`src/common/out_clk_pkg.sv`:
```
package out_clk_pkg;
  // Bus shape
  localparam int ADDR_W = 12;
  localparam int DATA_W = 32;
  localparam int IDX_W = 10;

  // Register indices; the byte address is four times the index
  localparam logic [IDX_W-1:0] IDX_CFG1 = 10'h200;
  localparam logic [IDX_W-1:0] IDX_CFG2 = 10'h201;
  localparam logic [IDX_W-1:0] IDX_DRIVER_REGULATOR_SETTING = 10'h203;
  localparam logic [IDX_W-1:0] IDX_CFG3 = 10'h204;
  localparam logic [IDX_W-1:0] IDX_DIV1 = 10'h205;
  localparam logic [IDX_W-1:0] IDX_DIV2 = 10'h206;
  localparam logic [IDX_W-1:0] IDX_DIV3 = 10'h207;
  localparam logic [IDX_W-1:0] IDX_DUTY = 10'h208;
  localparam logic [IDX_W-1:0] IDX_PHASE = 10'h209;
  localparam logic [IDX_W-1:0] IDX_STATUS = 10'h20b;
  localparam logic [IDX_W-1:0] IDX_IRQ_STAT = 10'h20c;
  localparam logic [IDX_W-1:0] IDX_IRQ_MASK = 10'h20d;

  // Reset values
  localparam logic [7:0] RST_CFG1 = 8'h00;
  localparam logic [7:0] RST_CFG2 = 8'h00;
  localparam logic [7:0] RST_DRIVER_REGULATOR_SETTING = 8'h00;
  localparam logic [7:0] RST_CFG3 = 8'h00;
  localparam logic [7:0] RST_DIV = 8'h00;
  localparam logic [7:0] RST_DUTY = 8'h00;
  localparam logic [7:0] RST_PHASE = 8'h00;
  localparam logic [1:0] RST_IRQ_MASK = 2'h0;

  // Writable bits of each register; the rest read as zero
  localparam logic [7:0] MASK_CFG2 = 8'h7f;
  localparam logic [7:0] MASK_DRIVER_REGULATOR_SETTING = 8'h0f;
  localparam logic [7:0] MASK_CFG3 = 8'hb1;
  localparam logic [7:0] MASK_PHASE = 8'h0f;

  // Field positions
  localparam int CFG1_MEDIUM_DIVIDER_VALUE_LSB = 0;
  localparam int MS_W = 7;
  localparam int CFG2_POL = 6;
  localparam int CFG2_FMT_LSB = 0;
  localparam int CFG3_STATUS_EN = 7;
  localparam int CFG3_NEG_SRC = 5;
  localparam int CFG3_SLOW_SEL = 4;
  localparam int CFG3_DIV_TOP = 0;
  localparam int LS_W = 25;
  localparam int STAT_LIVE = 0;
  localparam int STAT_LATCHED = 1;
  localparam int IRQ_SLOW_PERIOD = 0;
  localparam int IRQ_APPLIED = 1;

  // Signal format codes
  localparam logic [3:0] FMT_OFF = 4'h0;
  localparam logic [3:0] FMT_TWO_SAME = 4'h4;
  localparam logic [3:0] FMT_POS_ONLY = 4'h5;
  localparam logic [3:0] FMT_NEG_ONLY = 4'h6;
  localparam logic [3:0] FMT_TWO_INV = 4'h7;

  // Phase line: one tap is half a bank source cycle
  localparam int PHASE_TAPS = 16;
  localparam logic [3:0] PHASE_NOMINAL = 4'h8;
  localparam logic [LS_W-1:0] LS_DUTY_MIN = 25'h0000001;
endpackage

```
`src/rtl/div_count.sv`:
```
`timescale 1ns/1ps
module div_count #(
  parameter int W = 8
) (
  input wire logic clk,
  input wire logic rst_n,
  input wire logic step,
  input wire logic [W-1:0] limit,
  output logic [W-1:0] count,
  output logic wrap
);
  typedef struct packed {
    logic [W-1:0] cnt;
  } cnt_state_t;

  cnt_state_t st_ff, nxt_st;

  // Compare with >= so a lowered limit cannot strand the count
  assign wrap = step && (st_ff.cnt >= limit);
  assign count = st_ff.cnt;

  always_comb begin
    nxt_st = st_ff;
    if (step) begin
      nxt_st.cnt = wrap ? '0 : st_ff.cnt + 1'b1;
    end
  end

  always_ff @(posedge clk or negedge rst_n) begin
    if (!rst_n) begin
      st_ff <= '0;
    end else begin
      st_ff <= nxt_st;
    end
  end
endmodule

```
`src/rtl/output_clock_lowspeed_divider.sv`:
```
`timescale 1ns/1ps
// Notes on behaviour
// RULE1: Status enable gates live and latched slow flags.
// RULE2: Negative pin source: same clock or slow divider.
// RULE3: Software sets slow negative source only in two-CMOS.
// RULE4: Output select: medium divider or slow divider.
// RULE5: Output select needs nonzero medium divider value.
// RULE6: Slow divider value is 25 bits over four registers.
// RULE7: Slow divider divides medium clock by value plus one.
// RULE8: Slow divider idle when medium divider value zero.
// RULE9: Duty control needs medium nonzero, slow above one.
// RULE10: Zero duty field gives fifty percent duty.
// RULE11: Nonzero duty is pulse of that many medium periods.
// RULE12: Inversion off: high pulse; on: low pulse.
// RULE13: Phase codes 0 to 7 lag by half steps.
// RULE14: Phase codes 8 to 15 lead per fixed table.
// RULE15: Negative phase leads, positive phase lags.
// RULE16: Medium divides by value plus one; zero bypasses.
// RULE17: Inversion never touches slow negative pin path.
// RULE18: New divider settings apply at period boundary.
module output_clock_lowspeed_divider (
  input wire logic clk,
  input wire logic rst_n,
  input wire logic [out_clk_pkg::ADDR_W-1:0] address,
  input wire logic read,
  input wire logic write,
  input wire logic [out_clk_pkg::DATA_W-1:0] writedata,
  input wire logic [3:0] byteenable,
  output logic [out_clk_pkg::DATA_W-1:0] readdata,
  output logic waitrequest,
  output logic irq,
  output logic positive_output_pin,
  output logic negative_output_pin
);
  import out_clk_pkg::*;

  typedef struct packed {
    logic waitreq;
    logic [DATA_W-1:0] rdata;
    logic irq;
    logic [7:0] cfg1;
    logic [7:0] cfg2;
    logic [7:0] driver_regulator_setting;
    logic [7:0] cfg3;
    logic [7:0] div1;
    logic [7:0] div2;
    logic [7:0] div3;
    logic [7:0] duty;
    logic [7:0] phase;
    logic [MS_W-1:0] act_medium_divider_value;
    logic [LS_W-1:0] act_slow_divider_value;
    logic [7:0] act_duty;
    logic [3:0] act_phase;
    logic pend;
    logic bank;
    logic live;
    logic latched;
    logic [1:0] irq_stat;
    logic [1:0] irq_mask;
    logic pos;
    logic neg;
    logic [3:0] tap_age;
    logic [3:0] tap_last;
  } state_t;

  state_t st_ff, nxt_st;

  logic [IDX_W-1:0] idx;
  logic req;
  logic ms_on;
  logic [MS_W-1:0] ms_cnt;
  logic ms_wrap;
  logic [LS_W-1:0] ls_cnt;
  logic ls_wrap;
  logic ms_lvl;
  logic half_lvl;
  logic duty_on;
  logic slow_lvl;
  logic sel_lvl;
  logic pos_clk;
  logic neg_clk;
  logic pos_raw;
  logic neg_raw;
  logic [3:0] fmt;
  logic [3:0] tap;
  logic [1:0] line_out;
  logic boundary;
  logic [LS_W-1:0] cfg_slow_divider_value;
  logic [7:0] rd_byte;
  logic [1:0] irq_ev;
  logic [1:0] irq_clr;
  logic latch_clr;
  logic pend_set;

  function automatic logic [3:0] phase_tap(input logic [3:0] code);
    if (!code[3]) begin
      phase_tap = PHASE_NOMINAL + code;
    end else begin
      phase_tap = PHASE_NOMINAL - ({1'b0, code[2:1], 1'b0} + 4'h2) + {3'h0, code[0]};
    end
  endfunction

  assign idx = address[ADDR_W-1:2];
  assign req = read || write;
  assign fmt = st_ff.cfg2[CFG2_FMT_LSB +: 4];
  assign ms_on = st_ff.act_medium_divider_value != '0; // RULE16
  assign cfg_slow_divider_value = {st_ff.cfg3[CFG3_DIV_TOP], st_ff.div3, st_ff.div2, st_ff.div1}; // RULE6

  // Bank source clock is half the core rate; medium divider steps once per bank cycle
  div_count #(.W(MS_W)) u_ms_div (
    .clk(clk),
    .rst_n(rst_n),
    .step(st_ff.bank && ms_on), // RULE16
    .limit(st_ff.act_medium_divider_value),
    .count(ms_cnt),
    .wrap(ms_wrap)
  );

  div_count #(.W(LS_W)) u_ls_div (
    .clk(clk),
    .rst_n(rst_n),
    .step(ms_wrap), // RULE7 RULE8
    .limit(st_ff.act_slow_divider_value),
    .count(ls_cnt),
    .wrap(ls_wrap)
  );

  always_comb begin
    ms_lvl = {1'b0, ms_cnt, 1'b0} < ({2'h0, st_ff.act_medium_divider_value} + 9'h001);
    half_lvl = {1'b0, ls_cnt, 1'b0} < ({2'h0, st_ff.act_slow_divider_value} + 27'h0000001); // RULE10
    duty_on = ms_on && (st_ff.act_slow_divider_value > LS_DUTY_MIN) && (st_ff.act_duty != 8'h00); // RULE9
    slow_lvl = ms_on && (duty_on ? (ls_cnt < {17'h00000, st_ff.act_duty}) : half_lvl); // RULE11
    if (!ms_on) begin
      sel_lvl = st_ff.bank; // RULE16
    end else begin
      sel_lvl = st_ff.cfg3[CFG3_SLOW_SEL] ? slow_lvl : ms_lvl; // RULE4 RULE5
    end
    pos_clk = sel_lvl ^ st_ff.cfg2[CFG2_POL]; // RULE12
    if (st_ff.cfg3[CFG3_NEG_SRC]) begin
      neg_clk = slow_lvl; // RULE2 RULE17
    end else begin
      neg_clk = (fmt == FMT_TWO_INV) ? ~pos_clk : pos_clk;
    end
    pos_raw = (fmt == FMT_OFF || fmt == FMT_NEG_ONLY) ? 1'b0 : pos_clk;
    neg_raw = (fmt == FMT_OFF || fmt == FMT_POS_ONLY) ? 1'b0 : neg_clk;
    tap = ms_on ? phase_tap(st_ff.act_phase) : PHASE_NOMINAL; // RULE13 RULE14 RULE15
    if (!ms_on) begin
      boundary = 1'b1;
    end else begin
      boundary = st_ff.cfg3[CFG3_SLOW_SEL] ? ls_wrap : ms_wrap; // RULE18
    end
  end

  // Every output sits at a nominal eight-tap delay so a code can move it either way
  tap_delay #(.W(2), .N(PHASE_TAPS)) u_phase (
    .clk(clk),
    .rst_n(rst_n),
    .din({pos_raw, neg_raw}),
    .tap(tap),
    .dout(line_out)
  );

  always_comb begin
    rd_byte = 8'h00;
    unique case (idx)
      IDX_CFG1: rd_byte = st_ff.cfg1;
      IDX_CFG2: rd_byte = st_ff.cfg2;
      IDX_DRIVER_REGULATOR_SETTING: rd_byte = st_ff.driver_regulator_setting;
      IDX_CFG3: rd_byte = st_ff.cfg3;
      IDX_DIV1: rd_byte = st_ff.div1;
      IDX_DIV2: rd_byte = st_ff.div2;
      IDX_DIV3: rd_byte = st_ff.div3;
      IDX_DUTY: rd_byte = st_ff.duty;
      IDX_PHASE: rd_byte = st_ff.phase;
      IDX_STATUS: begin
        rd_byte[STAT_LIVE] = st_ff.live;
        rd_byte[STAT_LATCHED] = st_ff.latched && st_ff.cfg3[CFG3_STATUS_EN]; // RULE1
      end
      IDX_IRQ_STAT: rd_byte = {6'h00, st_ff.irq_stat};
      IDX_IRQ_MASK: rd_byte = {6'h00, st_ff.irq_mask};
      default: rd_byte = 8'h00;
    endcase
  end

  always_comb begin
    nxt_st = st_ff;
    irq_clr = 2'h0;
    latch_clr = 1'b0;
    pend_set = 1'b0;
    nxt_st.bank = ~st_ff.bank;
    // Request is answered one cycle after it is seen; it commits at the low-waitrequest edge
    if (req && st_ff.waitreq) begin
      nxt_st.waitreq = 1'b0;
      nxt_st.rdata = read ? {24'h000000, rd_byte} : '0;
    end else if (req) begin
      nxt_st.waitreq = 1'b1;
      if (read && idx == IDX_STATUS) begin
        latch_clr = 1'b1;
      end
      if (read && idx == IDX_IRQ_STAT) begin
        irq_clr = 2'h3;
      end
      if (write && byteenable[0]) begin
        unique case (idx)
          IDX_CFG1: nxt_st.cfg1 = writedata[7:0];
          IDX_CFG2: nxt_st.cfg2 = writedata[7:0] & MASK_CFG2;
          IDX_DRIVER_REGULATOR_SETTING: nxt_st.driver_regulator_setting = writedata[7:0] & MASK_DRIVER_REGULATOR_SETTING;
          IDX_CFG3: nxt_st.cfg3 = writedata[7:0] & MASK_CFG3;
          IDX_DIV1: nxt_st.div1 = writedata[7:0];
          IDX_DIV2: nxt_st.div2 = writedata[7:0];
          IDX_DIV3: nxt_st.div3 = writedata[7:0];
          IDX_DUTY: nxt_st.duty = writedata[7:0];
          IDX_PHASE: nxt_st.phase = writedata[7:0] & MASK_PHASE;
          IDX_IRQ_MASK: nxt_st.irq_mask = writedata[1:0];
          default: nxt_st.irq_mask = st_ff.irq_mask;
        endcase
        if (idx == IDX_CFG1 || idx == IDX_CFG3 || (idx >= IDX_DIV1 && idx <= IDX_PHASE)) begin
          pend_set = 1'b1;
        end
      end
    end
    // Live settings change at the end of an output period, avoiding runt pulses; with the medium divider bypassed they apply on any cycle
    if (boundary) begin
      nxt_st.act_medium_divider_value = st_ff.cfg1[CFG1_MEDIUM_DIVIDER_VALUE_LSB +: MS_W]; // RULE18
      nxt_st.act_slow_divider_value = cfg_slow_divider_value;
      nxt_st.act_duty = st_ff.duty;
      nxt_st.act_phase = st_ff.phase[3:0];
      nxt_st.pend = 1'b0;
    end
    // A fresh write stays pending past a boundary in the same cycle; it applies at the next one
    if (pend_set) begin
      nxt_st.pend = 1'b1;
    end
    nxt_st.live = st_ff.cfg3[CFG3_STATUS_EN] && slow_lvl; // RULE1
    nxt_st.latched = (st_ff.latched && !latch_clr) || nxt_st.live; // RULE1
    irq_ev = 2'h0;
    irq_ev[IRQ_SLOW_PERIOD] = ls_wrap;
    irq_ev[IRQ_APPLIED] = boundary && st_ff.pend;
    nxt_st.irq_stat = (st_ff.irq_stat & ~irq_clr) | irq_ev;
    nxt_st.irq = |(nxt_st.irq_stat & nxt_st.irq_mask);
    nxt_st.pos = line_out[1];
    nxt_st.neg = line_out[0];
    nxt_st.tap_last = tap;
    if (tap != st_ff.tap_last) begin
      nxt_st.tap_age = 4'h0;
    end else if (st_ff.tap_age != 4'hf) begin
      nxt_st.tap_age = st_ff.tap_age + 4'h1;
    end
  end

  always_ff @(posedge clk or negedge rst_n) begin
    if (!rst_n) begin
      st_ff <= '0;
      st_ff.waitreq <= 1'b1;
      st_ff.cfg1 <= RST_CFG1;
      st_ff.cfg2 <= RST_CFG2;
      st_ff.driver_regulator_setting <= RST_DRIVER_REGULATOR_SETTING;
      st_ff.cfg3 <= RST_CFG3;
      st_ff.div1 <= RST_DIV;
      st_ff.div2 <= RST_DIV;
      st_ff.div3 <= RST_DIV;
      st_ff.duty <= RST_DUTY;
      st_ff.phase <= RST_PHASE;
      st_ff.irq_mask <= RST_IRQ_MASK;
      st_ff.tap_last <= PHASE_NOMINAL;
    end else begin
      st_ff <= nxt_st;
    end
  end

  assign readdata = st_ff.rdata;
  assign waitrequest = st_ff.waitreq;
  assign irq = st_ff.irq;
  assign positive_output_pin = st_ff.pos;
  assign negative_output_pin = st_ff.neg;
endmodule

```
`src/rtl/tap_delay.sv`:
```
`timescale 1ns/1ps
module tap_delay #(
  parameter int W = 2,
  parameter int N = 16
) (
  input wire logic clk,
  input wire logic rst_n,
  input wire logic [W-1:0] din,
  input wire logic [$clog2(N)-1:0] tap,
  output logic [W-1:0] dout
);
  typedef struct packed {
    logic [N-1:0][W-1:0] line;
  } line_state_t;

  line_state_t st_ff, nxt_st;

  assign dout = st_ff.line[tap];

  always_comb begin
    nxt_st = st_ff;
    nxt_st.line[0] = din;
    for (int k = 1; k < N; k++) begin
      nxt_st.line[k] = st_ff.line[k-1];
    end
  end

  always_ff @(posedge clk or negedge rst_n) begin
    if (!rst_n) begin
      st_ff <= '0;
    end else begin
      st_ff <= nxt_st;
    end
  end
endmodule

```
`config.mk`:
```
export PLATFORM = sky130hd
export DESIGN_NAME = output_clock_lowspeed_divider
export DESIGN_NICKNAME = d
export VERILOG_FILES = /design/src/common/out_clk_pkg.sv /design/src/rtl/div_count.sv /design/src/rtl/output_clock_lowspeed_divider.sv /design/src/rtl/tap_delay.sv
export SDC_FILE = /design/constraint.sdc
export NUM_CORES = 1
export LEC_CHECK = 0
export ABC_AREA = 1
export BUFFER_PORTS_ARGS = -buffer_cell sky130_fd_sc_hd__buf_2
export CORE_MARGIN = 5
export CORE_UTILIZATION = 55
export CTS_CLUSTER_DIAMETER = 50
export DETAILED_ROUTE_END_ITERATION = 8
export MAX_ROUTING_LAYER = met4
export PLACE_DENSITY = 0.77
export SETUP_SLACK_MARGIN = 0.3
export SKIP_CTS_REPAIR_TIMING = 1
export SYNTH_ARGS = -nofsm -noshare
export SYNTH_HDL_FRONTEND = slang
export SYNTH_SLANG_ARGS = --single-unit
```
`constraint.sdc`:
```
create_clock -name clk -period 2.75 [get_ports clk]
set_input_delay 0.55 -clock clk [delete_from_list [all_inputs] [get_ports clk]]
set_output_delay 0.55 -clock clk [all_outputs]
set_load 0.05 [all_outputs]
```
==> impl_metrics.py <==
metrics = {
    "place": {
        "gp_congestion": 1.002,
        "dp_hpwl_microns": 21990,
        "dp_cells": 1686,
        "io_buffers": 34,
    },
    "finish": {
        "n_antenna_cell": 0,
        "final_core_util": 0.6827,
        "final_cells": 1752,
        "nNetsFinal": 1597,
        "synthToLayoutAreaGrowth_pct": 22.29,
        "drive_gt1_frac": 0.1964,
    },
    "detailed_routing": {
        "ant_nets": 0,
        "vias": 9836,
        "drc_errors": 0,
        "drt_iter0_markers": 843,
        "wl_per_cell_microns": 17.63,
        "vias_per_cell": 5.614,
        "routed_wl_microns": 30890,
        "drtPass1Iterations": 5,
    },
    "critical_path": {
        "crit_path_frequent_cell": "nand2_2",
        "crit_type": "flop to flop",
        "cp_top_family": "simple AND/OR/NAND/NOR gates",
        "cp_max_fo": 4,
        "cp_data_arrival_time_ns": 3.82,
        "critPathBufInv": 1,
        "critPathRequiredTime_ns": 3.09,
        "max_stage_delay_ns": 0.42,
        "cp_slowest_cell": "dfrtp_1",
        "end_kind": "flop",
        "start_kind": "flop",
        "ff2ff_setup_slack_ns": -0.73,
    },
    "sta": {
        "setup_viol": 4,
        "skew_ns": 0.01882,
        "clock.fmax_mhz": 287.0,
        "layout_setup_ws_ns": -0.7345,
        "slew_viol_final": 0,
        "period_share": 1.267,
        "grt_setup_unrepaired": "yes",
        "fin_crit_ns": 3.484,
        "relSlewSlack": 0.4055,
        "hold_viol_final": 0,
        "tightest_slew_ns": 0.8918,
    },
    "global_routing": {
        "grt_max_degree": 66,
        "overflow": 0,
        "track_usage": 0.2725,
        "grt_pass1_wl_microns": 46770,
        "first_global_vias": 9042,
        "antenna_found_initial": 0,
    },
    "yosys": {
        "synth_most_common_cell": "nand2_1",
        "yosys_warnings": 0,
        "netlist_top_cells_area": "dfrtp_1 43%, nand2_1 11%, ha_1 8.2%",
        "syn_area_per_cell_sq_um": 8.022,
        "yosysTopAreaCell": "dfrtp_1",
        "ys_seq_area_frac": 0.4322,
        "synth_ff_type": "dfrtp_1",
        "synth-edff-count": 0,
        "syn-instance-count": 1350,
        "synth_seq_cells": 187,
        "synth_top_area_share": 0.4298,
        "synth_common_cells": "321 x nand2_1, 186 x dfrtp_1, 163 x inv_1, 142 x o21ai_0, 116 x nor2_1",
        "yosysUniqueCellTypes": 51,
        "synthesis.area_sq_um": 10830,
        "ys_async_sr_fraction": 1.000,
    },
    "floorplanning": {
        "rows": 51,
        "initial_core_util": 0.5582,
        "die_w_microns": 150.3,
        "fp.dieH_microns": 150.3,
        "pin_count": 88,
        "core_region_area_sq_um": 19400,
        "die_area_sq_um": 22600,
    },
    "cts": {
        "clk_latency_ns": 0.45,
        "cts-root-buf": "clkbuf_16",
        "h-tree-depth": 4,
        "clk_pin_slew_ns": 0.08,
        "clockBufferDepth": 2,
        "tritoncts": "yes",
        "cts_sinks": 187,
        "cts_made_buffers": 17,
    },
    "pwr": {
        "irDropWorstVdd_uv": 627.6,
        "total_power_w": 0.008990,
        "pwr_density_cell_nw_per_um2": 678.9,
        "p_leak_nw": 6.570,
    },
    "job": {
        "drv_cap": 0,
    },
    "run_status": {
        "violations": "negative setup slack",
        "outcome": "finished with violations",
    },
    "min_path": {
        "min_path_type": "input pin to asynchronous set/reset pin",
    },
}
-- power breakdown --
part           internal, W  switching [W]  total (W)
registers          0.00283      0.0000815    0.00291
clock network      0.00131        0.00122    0.00253
logic              0.00146        0.00209    0.00355
total              0.00560        0.00339    0.00899
-- area by class of cell --
| class | count | area, sq um |
|---|---|---|
| fill | 1505 | 6156 |
| multi-input combinational | 964 | 5807 |
| sequential | 187 | 4682 |
| timing repair buffer | 138 | 1170 |
| inverter | 166 | 644.4 |
| clock buffer | 18 | 429.2 |
| tap | 265 | 331.6 |
| clock inverter | 14 | 178.9 |
-- routing by layer --
| metal | vias to the layer above | share of wire | GRT usage |
|---|---|---|---|
| met1 | 4663 | 0.43 | 0.3696 |
| met4 | 0 | 0.036 | 0.09790 |
| met5 | - | 0 | - |
| li1 | 4679 | - | - |
| met2 | 418 | 0.48 | 0.4234 |
| met3 | 76 | 0.063 | 0.03672 |
-- metrics by stage --
step | setup WS [ns] | hold slack (ns) | instance area, sq um | TNS, ns
finish | -0.7345 | 0.09813 | 13240 | -2.327
global route | -0.9602 | 0.1444 | 13240 | -3.051
CTS | -0.6406 | 0.1169 | 12270 | -1.895
detailed placement | -0.6092 | 0.3536 | 11660 | -1.756
global placement | -0.5086 | 0.3554 | 11660 | -1.354
floorplan | -0.3032 | 0.2544 | 10920 | -0.5857
-- flip-flops by register name, indices dropped and copies added, names as in the netlist --
name                    cells
st_ff                      82
u_phase.nxt_st             30
cfg_slow_divider_value     25
u_ls_div.count             25
readdata                    8
u_ms_div.count              7
fmt                         4
u_phase.st_ff               2
irq                         1
negative_output_pin         1
positive_output_pin         1
waitrequest                 1
-- final timing paths --
check | depth (start not counted) | startpoint | endpoint
setup / recovery | 26 | st_ff[33] | u_phase.nxt_st[2]
hold / removal | 1 | rst_n | u_phase.st_ff[30]
setup reg to reg | 26 | st_ff[33] | u_phase.nxt_st[2]
hold reg to reg | 0 | u_phase.nxt_st[9] | u_phase.nxt_st[11]
max in group asynchronous | 2 | rst_n | u_ls_div.count[19]
min in group clk | 3 | writedata[4] | st_ff[130]
-- logic make-up (layout without fill, tap and decap cells) --
kind of cell               Yosys count  in the layout  share of synthesized area
xor gates and xnor gates            27             27                    0.02184
buffers and inverters              222            336                    0.09058
AOI/OAI and AO/OA                  231            231                     0.1205
muxes                                7              7                   0.006586
and+or+nand+nor                    604            604                     0.2459
adders and majority gates           71             71                    0.08203
DFF                                187            187                     0.4322
other                                1             24                  0.0003463
-- placed cells by master (no fill, tap or decap), types with 14 or more instances in the layout --
cell type and count:
clkbuf_16 20, dfrtp_1 185, o21ai_1 14, buf_6 14, conb_1 24, xor2_1 25, inv_1 154, nand2_1 308
buf_2 33, nor2_1 111, nand3_2 24, ha_1 59, buf_4 77, nand3_1 48, nor3_1 23, nand4_1 25
o21ai_0 119, nand2_2 14, a21oi_1 33
Note: power is estimated with default switching activity, not from simulation.
